$ cat src/hw/dpm_pkg.sv
// Purpose: shared constants and types for the display power-down mode control
// Assumes: 32-bit classic Wishbone register map, one 8-bit register per word
// Notes: offsets are byte addresses
package dpm_pkg;
    localparam logic [7:0] DPM_OFF_INTERVAL = 8'h00;
    localparam logic [7:0] DPM_OFF_CONFIG = 8'h04;
    localparam logic [7:0] DPM_OFF_TRISTATE = 8'h08;
    localparam logic [7:0] DPM_OFF_PANEL_PWR = 8'h0C;
    localparam logic [7:0] DPM_OFF_DIVIDER = 8'h10;
    localparam logic [7:0] DPM_OFF_REF_COUNT = 8'h14;
    localparam logic [7:0] DPM_OFF_STATUS = 8'h18;

    // interval register fields
    localparam int DPM_INT_GENERAL_BIT = 7;
    // configuration register fields
    localparam int DPM_CFG_SLEEP_BIT = 7;
    localparam int DPM_CFG_DIV8_BIT = 6;
    localparam int DPM_CFG_RELEASE_BIT = 5;
    localparam int DPM_CFG_SELF_REF_BIT = 2;
    localparam int DPM_CFG_SRC_LSB = 0;
    // panel registers
    localparam int DPM_TRI_BIT = 5;
    localparam int DPM_PWR_OFF_BIT = 2;
    localparam int DPM_PWR_AUX_BIT = 5;

    localparam logic [7:0] DPM_RST_INTERVAL = 8'h00;
    localparam logic [7:0] DPM_RST_CONFIG = 8'h00;
    localparam logic [7:0] DPM_RST_TRISTATE = 8'h00;
    localparam logic [7:0] DPM_RST_PANEL_PWR = 8'h04;
    localparam logic [7:0] DPM_RST_DIVIDER = 8'h01;
    localparam logic [7:0] DPM_RST_REF_COUNT = 8'h00;

    localparam logic [1:0] DPM_ENTER_COUNT = 2'h2;
    localparam logic [1:0] DPM_WAKE_FP_COUNT = 2'h2;
    localparam logic [6:0] DPM_INTERVAL_ADD = 7'h05;
    localparam int DPM_DOTS_PER_CHAR = 8;
    localparam int DPM_CLK_DIVIDE = 8;
    localparam logic [2:0] DPM_REF_CYCLE_CLKS = 3'h6;

    typedef enum logic [1:0] {DPM_SRC_BUS, DPM_SRC_DIV, DPM_SRC_PASS, DPM_SRC_LOWF} dpm_src_e;
    typedef enum logic [1:0] {DPM_MODE_SLEEP, DPM_MODE_IDLE, DPM_MODE_GENERAL} dpm_mode_e;
    typedef enum logic [1:0] {DPM_ST_RUN, DPM_ST_ENTER, DPM_ST_LOW, DPM_ST_WAKE} dpm_state_e;
endpackage : dpm_pkg

$ cat src/hw/dpm_refresh_if.sv
// Purpose: control and request bundle between the mode sequencer and refresh timer
// Assumes: single clock domain
// Notes: req is a one-cycle pulse per CAS-before-RAS refresh cycle
`timescale 1ns/1ps
`default_nettype none
interface dpm_refresh_if;
    logic alt_en;
    logic gen_mode;
    logic div8;
    logic [1:0] src;
    logic [7:0] divisor;
    logic [6:0] interval;
    logic [1:0] burst;
    logic req;
    modport ctl (output alt_en, output gen_mode, output div8, output src, output divisor,
        output interval, output burst, input req);
    modport gen (input alt_en, input gen_mode, input div8, input src, input divisor,
        input interval, input burst, output req);
endinterface : dpm_refresh_if
`default_nettype wire

$ cat src/hw/dpm_top.sv
// Purpose: power-down mode selection, host gating and refresh source control for the display controller
// Assumes: classic Wishbone slave, all pins synchronous to clk_i, ce_i freezes all state
// Notes: clock slowdown is reported on clk_div8_o for the clock generator to act on
`timescale 1ns/1ps
`default_nettype none
module dpm_top (
    input wire logic clk_i,
    input wire logic rst_i,
    input wire logic ce_i,
    input wire logic wb_cyc_i,
    input wire logic wb_stb_i,
    input wire logic wb_we_i,
    input wire logic [7:0] wb_adr_i,
    input wire logic [3:0] wb_sel_i,
    input wire logic [31:0] wb_dat_i,
    output logic [31:0] wb_dat_o,
    output logic wb_ack_o,
    input wire logic powerdown_request_pin_i,
    input wire logic reference_clock_in_i,
    input wire logic low_freq_refresh_in_i,
    input wire logic bus_refresh_n_i,
    input wire logic hretrace_i,
    input wire logic line_refresh_i,
    input wire logic panel_frame_pulse_i,
    input wire logic isa_cycle_i,
    output logic isa_oe_o,
    output logic host_access_en_o,
    output logic ram_access_en_o,
    output logic clk_div8_o,
    output logic self_refresh_o,
    output logic refresh_req_o,
    output logic panel_enable_n_o,
    output logic panel_off_out_o,
    output logic panel_tristate_o,
    output logic panel_aux_o,
    output dpm_pkg::dpm_mode_e mode_o
);
    import dpm_pkg::*;

    function automatic dpm_mode_e mode_sel(input logic [7:0] iv, input logic [7:0] cf);
        if (iv[DPM_INT_GENERAL_BIT])
            mode_sel = DPM_MODE_GENERAL;
        else if (cf[DPM_CFG_SLEEP_BIT])
            mode_sel = DPM_MODE_SLEEP;
        else
            mode_sel = DPM_MODE_IDLE;
    endfunction : mode_sel

    logic [7:0] powerdown_refresh_interval_reg;
    logic [7:0] powerdown_config_reg;
    logic [7:0] panel_tristate_reg;
    logic [7:0] panel_power_reg;
    logic [7:0] refresh_divider_reg;
    logic [7:0] refresh_count_reg;
    dpm_state_e state;
    dpm_mode_e mode;
    logic req_q;
    logic [1:0] hr_cnt;
    logic [1:0] rf_cnt;
    logic [1:0] fp_cnt;
    logic div8_on;

    dpm_refresh_if rif ();

    dpm_refresh_gen u_gen (
        .clk_i(clk_i),
        .rst_i(rst_i),
        .ce_i(ce_i),
        .bus_refresh_n_i(bus_refresh_n_i),
        .reference_clock_in_i(reference_clock_in_i),
        .low_freq_refresh_in_i(low_freq_refresh_in_i),
        .rif(rif)
    );

    // mode sequencing
    wire req_fall = req_q && !powerdown_request_pin_i;
    wire req_rise = !req_q && powerdown_request_pin_i;
    wire low_mode = (state == DPM_ST_LOW);
    wire in_sleep = (state != DPM_ST_RUN) && (state != DPM_ST_WAKE) && (mode == DPM_MODE_SLEEP);
    // self-refresh only where the general interval timer is not in charge; decoded from config so
    // no alternate refresh slips out in the cycle before the self-refresh output rises
    wire self_ref_sel = (mode != DPM_MODE_GENERAL) && powerdown_config_reg[DPM_CFG_SELF_REF_BIT];
    wire host_block = in_sleep && powerdown_config_reg[DPM_CFG_RELEASE_BIT];
    wire enter_done = (hr_cnt >= DPM_ENTER_COUNT) && (rf_cnt >= DPM_ENTER_COUNT);
    wire div8_req = (mode != DPM_MODE_GENERAL) || powerdown_config_reg[DPM_CFG_DIV8_BIT];

    // register bus decode
    wire bus_req = wb_cyc_i && wb_stb_i;
    wire wr_commit = bus_req && wb_ack_o && wb_we_i && wb_sel_i[0];
    wire hit_int = (wb_adr_i == DPM_OFF_INTERVAL);
    wire hit_cfg = (wb_adr_i == DPM_OFF_CONFIG);
    wire hit_tri = (wb_adr_i == DPM_OFF_TRISTATE);
    wire hit_pwr = (wb_adr_i == DPM_OFF_PANEL_PWR);
    wire hit_div = (wb_adr_i == DPM_OFF_DIVIDER);
    wire hit_cnt = (wb_adr_i == DPM_OFF_REF_COUNT);
    wire hit_sts = (wb_adr_i == DPM_OFF_STATUS);
    // panel and divider registers stay open while sleep blocks the rest
    wire open_in_sleep = hit_tri || hit_pwr || hit_div;
    wire allowed = !host_block || open_in_sleep;
    wire [7:0] status_byte = {1'b0, state, mode, div8_on, rif.alt_en, panel_enable_n_o};
    logic [7:0] rd_byte;

    always_comb
    begin
        rd_byte = 8'h00;
        if (hit_int)
            rd_byte = powerdown_refresh_interval_reg;
        if (hit_cfg)
            rd_byte = powerdown_config_reg;
        if (hit_tri)
            rd_byte = panel_tristate_reg;
        if (hit_pwr)
            rd_byte = panel_power_reg;
        if (hit_div)
            rd_byte = refresh_divider_reg;
        if (hit_cnt)
            rd_byte = refresh_count_reg;
        if (hit_sts)
            rd_byte = status_byte;
        if (!allowed)
            rd_byte = 8'h00;
    end

    always_ff @(posedge clk_i)
    begin
        if (rst_i)
        begin
            wb_ack_o <= 1'b0;
            wb_dat_o <= 32'h0000_0000;
        end
        else if (ce_i)
        begin
            wb_ack_o <= bus_req && !wb_ack_o;
            wb_dat_o <= {24'h00_0000, rd_byte};
        end
    end

    always_ff @(posedge clk_i)
    begin
        if (rst_i)
        begin
            powerdown_refresh_interval_reg <= DPM_RST_INTERVAL;
            powerdown_config_reg <= DPM_RST_CONFIG;
            panel_tristate_reg <= DPM_RST_TRISTATE;
            panel_power_reg <= DPM_RST_PANEL_PWR;
            refresh_divider_reg <= DPM_RST_DIVIDER;
            refresh_count_reg <= DPM_RST_REF_COUNT;
        end
        else if (ce_i && wr_commit && allowed)
        begin
            if (hit_int)
                powerdown_refresh_interval_reg <= wb_dat_i[7:0];
            if (hit_cfg)
                powerdown_config_reg <= wb_dat_i[7:0];
            if (hit_tri)
                panel_tristate_reg <= wb_dat_i[7:0];
            if (hit_pwr)
                panel_power_reg <= wb_dat_i[7:0];
            if (hit_div)
                refresh_divider_reg <= wb_dat_i[7:0];
            if (hit_cnt)
                refresh_count_reg <= wb_dat_i[7:0];
        end
    end

    always_ff @(posedge clk_i)
    begin
        if (rst_i)
        begin
            state <= DPM_ST_RUN;
            mode <= DPM_MODE_IDLE;
            req_q <= 1'b1;
            hr_cnt <= 2'h0;
            rf_cnt <= 2'h0;
            fp_cnt <= 2'h0;
            div8_on <= 1'b0;
            panel_enable_n_o <= 1'b1;
        end
        else if (ce_i)
        begin
            req_q <= powerdown_request_pin_i;
            if (req_rise)
            begin
                // wake wins over any entry still in progress
                state <= DPM_ST_WAKE;
                div8_on <= 1'b0;
                fp_cnt <= 2'h0;
            end
            else
            begin
                unique case (state)
                    DPM_ST_RUN:
                    begin
                        panel_enable_n_o <= 1'b0;
                        if (req_fall)
                        begin
                            state <= DPM_ST_ENTER;
                            mode <= mode_sel(powerdown_refresh_interval_reg, powerdown_config_reg);
                            panel_enable_n_o <= 1'b1;
                            hr_cnt <= 2'h0;
                            rf_cnt <= 2'h0;
                        end
                    end
                    DPM_ST_ENTER:
                    begin
                        if (hretrace_i && hr_cnt < DPM_ENTER_COUNT)
                            hr_cnt <= hr_cnt + 2'h1;
                        if (line_refresh_i && rf_cnt < DPM_ENTER_COUNT)
                            rf_cnt <= rf_cnt + 2'h1;
                        if (enter_done)
                        begin
                            state <= DPM_ST_LOW;
                            div8_on <= div8_req;
                        end
                    end
                    DPM_ST_LOW:
                        state <= DPM_ST_LOW;
                    DPM_ST_WAKE:
                    begin
                        // frame pulses count only once panel drive has resumed
                        if (panel_frame_pulse_i && !panel_tristate_reg[DPM_TRI_BIT])
                            fp_cnt <= fp_cnt + 2'h1;
                        if (fp_cnt >= DPM_WAKE_FP_COUNT)
                        begin
                            state <= DPM_ST_RUN;
                            panel_enable_n_o <= 1'b0;
                        end
                    end
                endcase
            end
        end
    end

    // refresh timer steering; normal refresh logic keeps DRAM alive outside the low state
    assign rif.alt_en = low_mode && !self_ref_sel;
    assign rif.gen_mode = (mode == DPM_MODE_GENERAL);
    assign rif.div8 = div8_on;
    assign rif.src = powerdown_config_reg[DPM_CFG_SRC_LSB +: 2];
    assign rif.divisor = refresh_divider_reg;
    assign rif.interval = powerdown_refresh_interval_reg[6:0];
    assign rif.burst = refresh_count_reg[1:0];

    always_ff @(posedge clk_i)
    begin
        if (rst_i)
        begin
            isa_oe_o <= 1'b0;
            host_access_en_o <= 1'b1;
            ram_access_en_o <= 1'b1;
            clk_div8_o <= 1'b0;
            self_refresh_o <= 1'b0;
            refresh_req_o <= 1'b0;
            panel_off_out_o <= 1'b0;
            panel_tristate_o <= 1'b0;
            panel_aux_o <= 1'b0;
            mode_o <= DPM_MODE_IDLE;
        end
        else if (ce_i)
        begin
            // bus lines only driven for a claimed cycle, never in sleep or wake
            isa_oe_o <= isa_cycle_i && !in_sleep && (state != DPM_ST_WAKE);
            host_access_en_o <= !host_block;
            ram_access_en_o <= (state == DPM_ST_RUN) || (state == DPM_ST_ENTER);
            clk_div8_o <= div8_on && !req_rise;
            self_refresh_o <= low_mode && self_ref_sel;
            refresh_req_o <= rif.req;
            panel_off_out_o <= !panel_power_reg[DPM_PWR_OFF_BIT];
            panel_tristate_o <= panel_tristate_reg[DPM_TRI_BIT];
            panel_aux_o <= panel_power_reg[DPM_PWR_AUX_BIT];
            mode_o <= mode;
        end
    end
endmodule : dpm_top
`default_nettype wire

$ cat src/hw/dpm_refresh_gen.sv
// Purpose: timing source for refresh cycles while the display is powered down
// Assumes: reference and refresh inputs are synchronous to clk_i
// Notes: video clock slowdown is modelled by counting every eighth clock
`timescale 1ns/1ps
`default_nettype none
module dpm_refresh_gen (
    input wire logic clk_i,
    input wire logic rst_i,
    input wire logic ce_i,
    input wire logic bus_refresh_n_i,
    input wire logic reference_clock_in_i,
    input wire logic low_freq_refresh_in_i,
    dpm_refresh_if.gen rif
);
    import dpm_pkg::*;

    function automatic logic [11:0] period_of(input logic [6:0] iv);
        period_of = 12'(DPM_DOTS_PER_CHAR) * (12'(iv) + 12'(DPM_INTERVAL_ADD));
    endfunction : period_of

    function automatic logic [2:0] cycles_of(input logic [1:0] b);
        cycles_of = (b == 2'h3) ? 3'h5 : 3'(b + 2'h1);
    endfunction : cycles_of

    logic ref_q, lf_q, bus_q;
    logic [2:0] slow_cnt;
    logic [7:0] div_cnt;
    logic [11:0] per_cnt;
    logic [2:0] burst_left;
    logic [2:0] gap_cnt;
    logic req;

    wire ref_rise = reference_clock_in_i && !ref_q;
    wire lf_rise = low_freq_refresh_in_i && !lf_q;
    wire bus_fall = !bus_refresh_n_i && bus_q;
    wire vtick = !rif.div8 || (slow_cnt == 3'(DPM_CLK_DIVIDE - 1));
    wire div_hit = ref_rise && (div_cnt <= 8'h01);
    wire per_hit = vtick && (per_cnt >= period_of(rif.interval) - 12'h001);
    wire burst_fire = (burst_left != 3'h0) && (gap_cnt == 3'h0);
    logic src_pulse;

    always_comb
    begin
        unique case (dpm_src_e'(rif.src))
            DPM_SRC_BUS: src_pulse = bus_fall;
            DPM_SRC_DIV: src_pulse = div_hit;
            DPM_SRC_PASS: src_pulse = ref_rise;
            DPM_SRC_LOWF: src_pulse = lf_rise;
        endcase
    end

    wire next_req = rif.alt_en && (rif.gen_mode ? burst_fire : src_pulse);

    always_ff @(posedge clk_i)
    begin
        if (rst_i)
        begin
            ref_q <= 1'b0;
            lf_q <= 1'b0;
            bus_q <= 1'b1;
            slow_cnt <= 3'h0;
            div_cnt <= 8'h00;
            per_cnt <= 12'h000;
            burst_left <= 3'h0;
            gap_cnt <= 3'h0;
            req <= 1'b0;
        end
        else if (ce_i)
        begin
            ref_q <= reference_clock_in_i;
            lf_q <= low_freq_refresh_in_i;
            bus_q <= bus_refresh_n_i;
            slow_cnt <= slow_cnt + 3'h1;
            if (ref_rise)
                div_cnt <= div_hit ? rif.divisor : div_cnt - 8'h01;
            // operation spacing in video clocks, slowed only when div8 is set, dots per char times interval plus five
            if (!rif.alt_en || !rif.gen_mode)
                per_cnt <= 12'h000;
            else if (vtick)
                per_cnt <= per_hit ? 12'h000 : per_cnt + 12'h001;
            if (rif.alt_en && rif.gen_mode && per_hit)
            begin
                burst_left <= cycles_of(rif.burst);
                gap_cnt <= 3'h0;
            end
            else if (burst_fire)
            begin
                burst_left <= burst_left - 3'h1;
                gap_cnt <= DPM_REF_CYCLE_CLKS - 3'h1;
            end
            else if (gap_cnt != 3'h0)
                gap_cnt <= gap_cnt - 3'h1;
            req <= next_req;
        end
    end

    assign rif.req = req;
endmodule : dpm_refresh_gen
`default_nettype wire

$ cat config.mk
export PLATFORM = sky130hd
export DESIGN_NAME = dpm_top
export DESIGN_NICKNAME = d
export VERILOG_FILES = /design/src/hw/dpm_pkg.sv /design/src/hw/dpm_refresh_if.sv /design/src/hw/dpm_top.sv /design/src/hw/dpm_refresh_gen.sv
export SDC_FILE = /design/constraint.sdc
export NUM_CORES = 1
export LEC_CHECK = 0
export BUFFER_PORTS_ARGS = -buffer_cell sky130_fd_sc_hd__buf_2
export CELL_PAD_IN_SITES_DETAIL_PLACEMENT = 0
export CELL_PAD_IN_SITES_GLOBAL_PLACEMENT = 1
export CORE_AREA = 2 2 131 133
export DETAILED_ROUTE_END_ITERATION = 8
export DIE_AREA = 0 0 133 135
export PLACE_DENSITY = 0.74
export SETUP_SLACK_MARGIN = 0.5
export SLEW_MARGIN = 30
export SYNTH_ARGS = -nofsm -noshare
export SYNTH_HDL_FRONTEND = slang
export SYNTH_HIERARCHICAL = 1
export SYNTH_SLANG_ARGS = --single-unit
$ cat constraint.sdc
create_clock -name clk_i -period 3.2 [get_ports clk_i]
set_input_delay 0.64 -clock clk_i [delete_from_list [all_inputs] [get_ports clk_i]]
set_output_delay 0.64 -clock clk_i [all_outputs]
set_load 0.05 [all_outputs]
==> results.py <==
metrics = {
    "worst_hold_path": {
        "holdPathStages": 2,
        "hp-class": "flop to flop",
    },
    "yosys": {
        "yosysMostFrequentCell": "nor2_1",
        "ys_seq_elements": 114,
        "syn-instance-count": 731,
        "ys_warn_count": 6,
        "netlist.area_leader.share": 0.3614,
        "synth_area_per_cell_um2": 8.639,
        "async_reset_ff_frac": 0,
        "syn_area_mm2": 0.006315,
        "ys_seq_area_frac": 0.3614,
        "yosysTopAreaCell": "dfxtp_1",
        "ys_types": 80,
        "synthTopCellsByArea": "dfxtp_1, mux2i_1, nor2_1, ha_1, nand2_1",
        "synth_edf_count": 0,
        "synth_flop_cell": "dfxtp_1",
        "synth_commonest_cells": "nor2_1, dfxtp_1, nand2_1, mux2i_1, ha_1",
    },
    "route": {
        "ant_nets": 0,
        "drt_iter0_markers": 322,
        "route.detailed.drc": 0,
        "wire_per_inst_um": 16.70,
        "avgViaCountPerCell": 5.266,
        "wl_um": 17220,
        "drt_first_pass_iters": 5,
        "dr_total_vias": 5429,
    },
    "layout": {
        "area_growth_syn_to_layout_pct": 20.96,
        "drive_above_1_share": 0.1924,
        "max_flop_register": "u_gen/per_cnt",
        "nNetsFinal": 888,
        "antenna_cells": 0,
        "nFillCells": 1551,
        "largest_reg_flops": 12,
    },
    "placement": {
        "hpwl_um": 12560,
        "finalWeightedCongestion": 0.9004,
        "port_buffers": 51,
    },
    "global_route": {
        "grt_max_degree": 30,
        "grt_usage": 0.1989,
        "overflow": 0,
        "grt_pass1_wl_um": 28010,
        "grt_pass1_vias": 5473,
        "antenna_found_initial": 0,
    },
    "timing": {
        "tns_ns": 0,
        "whs_ns": 0.4585,
        "skew_ns": 0.007188,
        "timing.fmax_mhz": 346.3,
        "finalHoldViolCount": 0,
        "drv_slew": 0,
        "worst_pin_slew_ns": 0.6321,
        "grt_setup_unrepaired": "yes",
        "post-route-period-util": 0.9024,
        "slew_headroom": 0.5781,
        "setup_viol_count_final": 0,
        "period_minus_slack_ns": 2.888,
    },
    "setup_path": {
        "crit_family": "compound AO/OA/AOI/OAI gates",
        "cp-end-kind": "flop",
        "setup.worst_path.start_class": "flop",
        "worstRegToRegCells": 13,
        "path_depth": 13,
        "arrival_ns": 3.23,
        "worst-path-buf-inv": 1,
        "critical_path_class": "flop to flop",
        "critPathRequiredTime_ns": 3.55,
        "critPathMaxStageDelay_ns": 0.37,
        "slowest_stage": "dfxtp_4",
        "crit_path_max_fanout": 4,
        "cp_cell_sequence": "clkinv_4 > ha_4 > a21oi_4 > xnor2_4 > nor4_4 > mux2_4 > a32oi_2 > ha_1 > and4_1 > o31a_1 > o21ai_4 > or3_1 > a31oi_1",
    },
    "floorplan": {
        "die_area_mm2": 0.01796,
        "die_height_um": 135,
        "start_util": 0.3849,
        "ios": 103,
        "core-area_mm2": 0.01641,
        "fp-row-count": 47,
        "die_x_um": 133,
    },
    "clock_network": {
        "ctsHoldBuffers": 0,
        "cts_sinks": 114,
        "clk_path_buf_depth": 2,
        "htreeDepth": 4,
        "clkTransAtPathRegs_ns": 0.06,
        "cts_tree": "built",
        "clkLatencyLatePin_ns": 0.42,
        "cts_made_buffers": 17,
        "cts-root-buf": "clkbuf_16",
    },
    "power": {
        "vdd_ir_drop_max_uv": 414.3,
        "p_per_area_mw_per_mm2": 551.9,
        "leakage_uw": 0.002966,
    },
    "run": {
        "cap_violations": 0,
    },
    "outcome": {
        "status": "complete, no violations",
    },
}
[routing by layer]
layer  vias up  global-route usage  share of wire
met5         -                   0              0
met4         0             0.06870          0.015
met3        21             0.04880          0.039
met2       126              0.3305           0.48
met1      2606              0.2530           0.47
li1       2676                   -              -
[layout by cell type (no fill, tap or decap), types with 24 or more instances in the layout]
master / netlist / routed
nor2_1: 116 / 115
a21oi_1: 30 / 29
buf_4: 24 / 25
buf_2: 3 / 51
ha_1: 31 / 28
dfxtp_1: 114 / 109
conb_1: 1 / 24
inv_1: 26 / 26
mux2i_1: 69 / 69
nand2_1: 71 / 70
[cell families (layout without fill, tap and decap cells)]
family | count (synthesis) | after routing | share of synthesized area
AND/OR/NAND/NOR | 280 | 280 | 0.2189
other | 1 | 24 | 0.0005938
XOR/XNOR | 16 | 16 | 0.02219
flip-flops | 114 | 114 | 0.3614
multiplexers | 73 | 73 | 0.1183
AO/OA/AOI/OAI | 136 | 136 | 0.1534
buffers and inverters | 80 | 137 | 0.06380
adder cells (fa/ha/maj) | 31 | 31 | 0.06142
[layout make-up]
type                    instances  area, um2  area share
well taps                     220      275.3     0.03604
inverters                      29      113.9     0.01491
clock inverters                 9      125.1     0.01638
repair buffers                 77      462.9     0.06061
clock buffers                  22      505.5     0.06618
multi-input cells             560       3860      0.5053
flip-flops and latches        114       2296      0.3006
[worst reg2reg max path, cell delays in order, from the launching register on]
cell and delay, ns:
dfxtp_4 0.37, clkinv_4 0.06, ha_4 0.15, a21oi_4 0.18, xnor2_4 0.10, nor4_4 0.20
mux2_4 0.33, a32oi_2 0.22, ha_1 0.18, and4_1 0.19, o31a_1 0.25, o21ai_4 0.10
or3_1 0.33, a31oi_1 0.16
[power breakdown]
group / internal (uW) / switching [uW] / leakage, uW / total (uW)
registers: 1480 / 52.3 / 0.000926 / 1530
clock network: 1340 / 678 / 0.000309 / 2020
logic: 223 / 444 / 0.00173 / 668
[final timing paths]
check / from / end / slack, ns
max: powerdown_refresh_interval_reg[2] / u_gen/burst_left[0] / 0.31
min: wb_dat_o[6] / wb_dat_o[6] / 0.46
max reg2reg: powerdown_refresh_interval_reg[2] / u_gen/burst_left[0] / 0.31
min reg2reg: wb_dat_o[6] / wb_dat_o[6] / 0.46
[through the flow]
stage / area (um2) / power (uW) / cells / util / worst slack, ns
after floorplan: 6460 / 2081 / 754 / - / 0.3442
after detailed placement: 6824 / 2216 / 991 / 0.4159 / 0.05059
after global placement: 6824 / 2188 / 991 / 0.4159 / 0.1743
final: 7639 / 4216 / 1031 / 0.4656 / 0.3124
after CTS: 7570 / 4245 / 1028 / 0.4614 / 0.2900
after global routing: 7639 / 4402 / 1031 / 0.4656 / 0.1554
[repair_timing]
item,CTS,global route
resized for setup,11,10
setup buffers,6,3
setup endpoints to repair,18,18
pin swaps,9,3
endpoints found under the hold margin,0,0
(Power assumes the default switching activity.)
